### src/hdl/psta_cfg.svh
// Purpose: Constants for the program space table access block.
// Assumes: 24-bit program words, 16-bit data side, 8-bit table page.
// Notes:   Timing is one request per cycle; read data returns two cycles after the request.
`ifndef PSTA_CFG_SVH
`define PSTA_CFG_SVH

// ----------------------------------------------------------------------
// Widths and field positions
// ----------------------------------------------------------------------
`define PSTA_PW_BITS     24
`define PSTA_DW_BITS     16
`define PSTA_PAGE_BITS   8
`define PSTA_OFS_BITS    16
`define PSTA_CFG_SPACE_BIT 7
`define PSTA_WORD_STEP   16'h0002
`define PSTA_ZERO_BYTE   8'h00
`define PSTA_DATA_RST    16'h0000

`endif

### src/hdl/psta_pkg.sv
// Purpose: Types for the program space table access block.
// Assumes: Constants come from psta_cfg.svh.
// Notes:   Operations are one-hot coded.
`include "psta_cfg.svh"

package psta_pkg;

  // --------------------------------------------------------------------
  // Table operations
  // --------------------------------------------------------------------
  typedef enum logic [3:0] {
    PSTA_OP_READ_LOW   = 4'h1,
    PSTA_OP_READ_HIGH  = 4'h2,
    PSTA_OP_WRITE_LOW  = 4'h4,
    PSTA_OP_WRITE_HIGH = 4'h8
  } psta_op_e;

  // Request from the core.
  typedef struct packed {
    psta_op_e                     op;
    logic                         byte_mode;
    logic [`PSTA_OFS_BITS-1:0]    offset;
    logic [`PSTA_DW_BITS-1:0]     wdata;
  } psta_req_s;

  // Memory-side request.
  typedef struct packed {
    logic                         rd;
    logic                         wr;
    logic                         cfg_space;
    logic [`PSTA_PAGE_BITS+`PSTA_OFS_BITS-2:0] word_addr;
    logic [`PSTA_PW_BITS-1:0]     wdata;
    logic [2:0]                   wbe;
  } psta_mem_s;

endpackage

### src/hdl/psta_table_access.sv
// Purpose: Table read and write path between the core and program memory.
// Assumes: Memory returns read data in the same cycle that mem_req.rd is high.
// Notes:   One request per cycle; every output comes from a flop.
`include "psta_cfg.svh"

module psta_table_access (
  input  wire logic                        mclk,
  input  wire logic                        rst,
  input  wire logic                        req_valid,
  input  wire psta_pkg::psta_req_s         req,
  input  wire logic [`PSTA_PAGE_BITS-1:0]  table_page_register,
  input  wire logic                        cfg_implemented,
  input  wire logic [`PSTA_PW_BITS-1:0]    mem_rdata,
  output logic                             rd_valid_reg,
  output logic [`PSTA_DW_BITS-1:0]         rd_data_reg,
  output logic                             refused_reg,
  output psta_pkg::psta_mem_s              mem_req_reg
);

  // ----------------------------------------------------------------------
  // Request decode
  // ----------------------------------------------------------------------
  logic is_read;
  logic is_write;
  logic cfg_space;
  logic allowed;
  logic high_op;
  psta_pkg::psta_mem_s mem_next;

  // Page bit seven selects configuration space.
  assign cfg_space = table_page_register[`PSTA_CFG_SPACE_BIT];
  assign is_read   = req_valid && (req.op == psta_pkg::PSTA_OP_READ_LOW ||
                                   req.op == psta_pkg::PSTA_OP_READ_HIGH);
  assign is_write  = req_valid && (req.op == psta_pkg::PSTA_OP_WRITE_LOW ||
                                   req.op == psta_pkg::PSTA_OP_WRITE_HIGH);
  assign high_op   = req.op == psta_pkg::PSTA_OP_READ_HIGH ||
                     req.op == psta_pkg::PSTA_OP_WRITE_HIGH;
  // Config writes never pass; config reads only where implemented.
  assign allowed   = cfg_space ? (is_read && cfg_implemented) : (is_read || is_write);

  // Build the memory request; offset bit zero is the byte select, so each
  // program word spans two offset values.
  always_comb begin
    mem_next           = '0;
    mem_next.rd        = is_read && allowed;
    mem_next.wr        = is_write && allowed;
    mem_next.cfg_space = cfg_space;
    mem_next.word_addr = {table_page_register, req.offset[`PSTA_OFS_BITS-1:1]};
    // Upper byte lane is written only by the high operation.
    if (high_op) begin
      mem_next.wdata = {req.wdata[7:0], 16'h0000};
      mem_next.wbe   = 3'h4;
    end else if (req.byte_mode) begin
      mem_next.wdata = {8'h00, req.wdata[7:0], req.wdata[7:0]};
      mem_next.wbe   = req.offset[0] ? 3'h2 : 3'h1;
    end else begin
      mem_next.wdata = {8'h00, req.wdata};
      mem_next.wbe   = 3'h3;
    end
  end

  // ----------------------------------------------------------------------
  // Memory request register
  // ----------------------------------------------------------------------
  // Registered so the memory port sees clean flop outputs.
  always_ff @(posedge mclk or posedge rst) begin
    if (rst) begin
      mem_req_reg <= '0;
    end else begin
      mem_req_reg <= mem_next;
    end
  end

  // ----------------------------------------------------------------------
  // Read context held for the returning data
  // ----------------------------------------------------------------------
  logic pend_rd_reg;
  logic pend_high_reg;
  logic pend_byte_reg;
  logic pend_sel_reg;

  // Byte select comes from the operand's address bit zero.
  always_ff @(posedge mclk or posedge rst) begin
    if (rst) begin
      pend_rd_reg   <= 1'b0;
      pend_high_reg <= 1'b0;
      pend_byte_reg <= 1'b0;
      pend_sel_reg  <= 1'b0;
    end else begin
      pend_rd_reg   <= is_read && allowed;
      pend_high_reg <= high_op;
      pend_byte_reg <= req.byte_mode;
      pend_sel_reg  <= req.offset[0];
    end
  end

  // ----------------------------------------------------------------------
  // Read data steering
  // ----------------------------------------------------------------------
  function automatic logic [15:0] steer(input logic high, input logic bmode,
                                        input logic sel, input logic [23:0] w);
    logic [15:0] r;
    r = `PSTA_DATA_RST;
    if (!high) begin
      if (!bmode) r = w[15:0];
      else r = {`PSTA_ZERO_BYTE, sel ? w[15:8] : w[7:0]};
    end else begin
      if (!bmode) r = {`PSTA_ZERO_BYTE, w[23:16]};
      else r = {`PSTA_ZERO_BYTE, sel ? `PSTA_ZERO_BYTE : w[23:16]};
    end
    return r;
  endfunction

  // Refused requests and idle cycles return zero data.
  always_ff @(posedge mclk or posedge rst) begin
    if (rst) begin
      rd_valid_reg <= 1'b0;
      rd_data_reg  <= `PSTA_DATA_RST;
    end else begin
      rd_valid_reg <= pend_rd_reg;
      rd_data_reg  <= pend_rd_reg ?
                      steer(pend_high_reg, pend_byte_reg, pend_sel_reg, mem_rdata) :
                      `PSTA_DATA_RST;
    end
  end

  // Refusal is pulsed one cycle after the request.
  always_ff @(posedge mclk or posedge rst) begin
    if (rst) begin
      refused_reg <= 1'b0;
    end else begin
      refused_reg <= (is_read || is_write) && !allowed;
    end
  end
endmodule

### config.mk
export PLATFORM = sky130hd
export DESIGN_NAME = psta_table_access
export DESIGN_NICKNAME = d
export VERILOG_FILES = /design/src/hdl/psta_pkg.sv /design/src/hdl/psta_table_access.sv
export VERILOG_INCLUDE_DIRS = /design/src /design/src/hdl
export SDC_FILE = /design/constraint.sdc
export NUM_CORES = 1
export LEC_CHECK = 0
export ABC_AREA = 1
export BUFFER_PORTS_ARGS = -buffer_cell sky130_fd_sc_hd__buf_2
export CAP_MARGIN = 20
export CORE_MARGIN = 2
export CORE_UTILIZATION = 33
export CTS_CLUSTER_SIZE = 28
export DETAILED_ROUTE_END_ITERATION = 12
export GPL_TIMING_DRIVEN = 1
export SYNTH_ARGS = -nofsm -noshare
export SYNTH_HDL_FRONTEND = slang
export SYNTH_SLANG_ARGS = --single-unit
export TNS_END_PERCENT = 5
### constraint.sdc
create_clock -name mclk -period 3.2 [get_ports mclk]
set_input_delay 0.64 -clock mclk [delete_from_list [all_inputs] [get_ports mclk]]
set_output_delay 0.64 -clock mclk [all_outputs]
set_load 0.005 [all_outputs]
==> reports/qor_table.md <==
| Stage | Quantity | This run |
| --- | --- | --- |
| cells and area | Antenna Diode Count | 0 |
| critical path | Buffering stage count on the worst path with inverters included | 1 |
| die | Y dimension of the die | 92.5 um |
| logic synthesis | Warnings, synthesis | 0 |
| power | Peak supply drop | 0.245 mV |
| cells and area | Cell Count, Final, Fillers Out | 494 |
| sta | Highest attainable clock frequency | 0.560 GHz |
| clock tree | Num CTS Buffers | 9 |
| clock tree | # resized after CTS | 0 |
| cells and area | Syn-to-layout area delta | 40.0% |
| cells and area | Most common cell after layout, fill and taps aside | buf_2 |
| cells and area | Util after Layout | 47.3% |
| critical path | Worst endpoint data arrival time | 1.14 ns |
| grt | Initial antenna violation count | 0 |
| sta | Fin crit period | 1.78 ns |
| critical path | R2R Path Start | mem_req_reg[2]$_DFF_PP0_ |
| sta | Worst hold slack | 0.399 ns |
| logic synthesis | Number of standard cells after synthesis | 242 |
| critical path | Delay contributed by the slowest stage of the critical path | 0.61 ns |
| critical path | Cell family with most CP delay | flip-flops |
| clock tree | Count of clock tree sinks | 72 |
| cells and area | Layout cell share with drive strength beyond 1 | 44.1% |
| die | Effective utilization at floorplan | 33.8% |
| sta | Post-route fraction of the period consumed by the critical path | 55.8% |
| logic synthesis | Main area contributors after synthesis | dfrtp_1 (70%), inv_1 (6.7%), nand2_1 (6.0%) |
| cells and area | Top library cells by usage in the layout, fill and taps aside | buf_2 (143), dfrtp_1 (72), inv_1 (45), nand2_1 (41), nor2_1 (31) |
| detailed routing | Detailed-route vias per instance | 4.05 |
| detailed routing | Final ANT Viol Nets | 0 |
| place | Number of buffers inserted by port buffering | 143 |
| cells and area | Flip-flop count of the largest register, all copies and words added | 51 |
| logic synthesis | Unique cell type count in the Yosys netlist | 18 |
| critical path | Category of the worst setup path capture point | output pin |
| logic synthesis | Largest area contributor in the synthesized netlist | dfrtp_1 |
| die | Floorplan Core Area | 7650 um^2 |
| clock tree | H-Tree Level Count | 3 |
| die | I/O Pins | 144 |
| clock tree | CTS Hold Buffers Added | 0 |
| clock tree | Number of buffers inserted by post-CTS setup repair | 0 |
| sta | Endpoints failing hold | 0 |
| sta | Worst slew margin relative to its limit | 52.7% |
| place | Routability-driven placement congestion ratio | 0.760 |
| critical path | WP depth | 1 |
| grt | Via count of the first global-routing pass | 1909 |
| clock tree | Post-CTS clock slew at the launch and capture registers of the worst setup and hold paths | 0.08 ns |
| detailed routing | Average detailed-routed wire length per instance | 11.6 um |
| power | Leak | 2.16 nW |
| detailed routing | 1st-pass router iterations | 4 |
| logic synthesis | Post-synthesis net count | 315 |
| detailed routing | Vias after detailed routing | 2002 |
| grt | Global route overflow | 0 |
| grt | Total routing resource utilization after global routing | 13.8% |
| clock tree | Clock insertion delay at the later pin of the skew report | 0.34 ns |
| job | Max-capacitance violation count | 0 |
| clock tree | CTS tree | yes |
| sta | Final setup violating endpoints | 0 |
| clock tree | Root Buffer Master | clkbuf_8 |
| power | P per Cell Area | 553 nW/um^2 |
| grt | First-pass GRT wire length | 8990 um |
| critical path | Critical path, cell by cell | buf_2 |
| sta | Total negative setup slack | 0 ns |
| worst hold path | Hold/Removal Path Class | in -> async |
| sta | Worst slew pin tran | 0.708 ns |
| detailed routing | Total wire length | 5740 um |
| die | Horizontal extent of the die | 92.5 um |
| place | HPWL reported at the end of detailed placement | 4290 um |
| critical path | Timing startpoint of the critical path | pend_rd_reg$_DFF_PP0_ |
| grt | Maximum number of pins on one net before global-route repair | 40 |
| logic synthesis | Register area share after synthesis | 69.7% |
| critical path | Number of cells on the worst reg-to-reg path | 3 |
| critical path | Slowest stage cell, crit path | dfrtp_1 |
| logic synthesis | Share of the synthesized area in the top cell type | 69.7% |
| sta | Unrepaired setup endpoints after global routing | false |
| critical path | Nature of the critical path startpoint | register |
| sta | Crit path setup slack, layout | 1.42 ns |
| logic synthesis | Post-synthesis area per instance | 10.7 um^2 |
| detailed routing | 1st-iter DRT viols | 41 |
| sta | Final Slew Violations | 0 |
| logic synthesis | Post-synthesis instance area | 2590 um^2 |
| detailed routing | Remaining routing DRC violations | 0 |
| die | Number of rows created at floorplan | 32 |
| sta | Setup skew after layout | 0.00983 ns |
| critical path | Data required time at the worst endpoint | 2.56 ns |
| run status | Outcome | finished, final reports clean |
| critical path | Critical path class | reg -> out |
| clock tree | Max clock buf depth | 2 |
| place | DP Cell Count | 478 |
| place | Post-place setup slack | 1.52 ns |
| die | Area of the die | 8560 um^2 |
| logic synthesis | #FFs+latches synth | 72 |
| cells and area | Number of nets in the layout | 460 |
| critical path | Maximum fanout encountered on the critical timing path | 11 |
==> layout make-up <==
cell class,instances,area [um^2]
multi-input combinational,113,536
tap,102,128
clock inverter,7,120
fill,762,4030
inverter,47,176
sequential,72,1800
timing repair buffer,144,736
clock buffer,9,124
==> final timing paths <==
kind,to,slack (ns)
worst max register to register,rd_data_reg[13]$_DFF_PP0_,1.83
worst min register to register,rd_data_reg[9]$_DFF_PP0_,0.63
worst min-delay path,mem_req_reg[35]$_DFF_PP0_,0.40
worst max-delay path,mem_req_reg[52],1.42
max in group asynchronous,mem_req_reg[0]$_DFF_PP0_,2.14
min in group mclk,mem_req_reg[48]$_DFF_PP0_,0.40
==> logic make-up (layout without fill, tap and decap cells) <==
logic type | count (synthesis) | after routing | synth area share (%)
buf+inv | 57 | 207 | 9.63
flops | 72 | 72 | 69.7
simple gates | 85 | 85 | 14.5
compound gates | 28 | 28 | 6.19
==> cells in the mapped netlist <==
cell      instances
dfrtp_1          72
inv_1            46
nand2_1          41
nor2_1           31
a21oi_1          10
o21ai_0          10
o211ai_1          8
nor2_2            7
buf_4             4
buf_2             3
buf_6             2
nand2_2           2
clkbuf_2          1
clkinv_1          1
nand3_1           1
nand3b_2          1
nand4_4           1
nor2_4            1
==> where the power goes <==
group	internal [W]	total, W	switching [W]
Combinational	0.0000809	0.000180	0.0000989
Sequential	0.000949	0.000962	0.0000125
Clock	0.000519	0.000859	0.000340
Total	0.00155	0.00200	0.000452
==> per-layer routing <==
layer	track usage (%)	wire, um	part of all wire [%]	vias to the layer above
met5	0	0	0	-
met4	5.22	53	0.92	0
met3	6.59	722	13	5
met2	21.2	2560	45	104
met1	16.8	2400	42	887
li1	-	-	-	1006
==> stage by stage <==
| stage | area, um^2 | total power [W] |
|---|---|---|
| floorplan | 2590 | 0.00106 |
| global placement | 3380 | 0.00116 |
| detailed placement | 3380 | 0.00117 |
| CTS | 3620 | 0.00203 |
| global route | 3620 | 0.00211 |
| finish | 3620 | 0.00200 |
(Power assumes the default switching activity.)
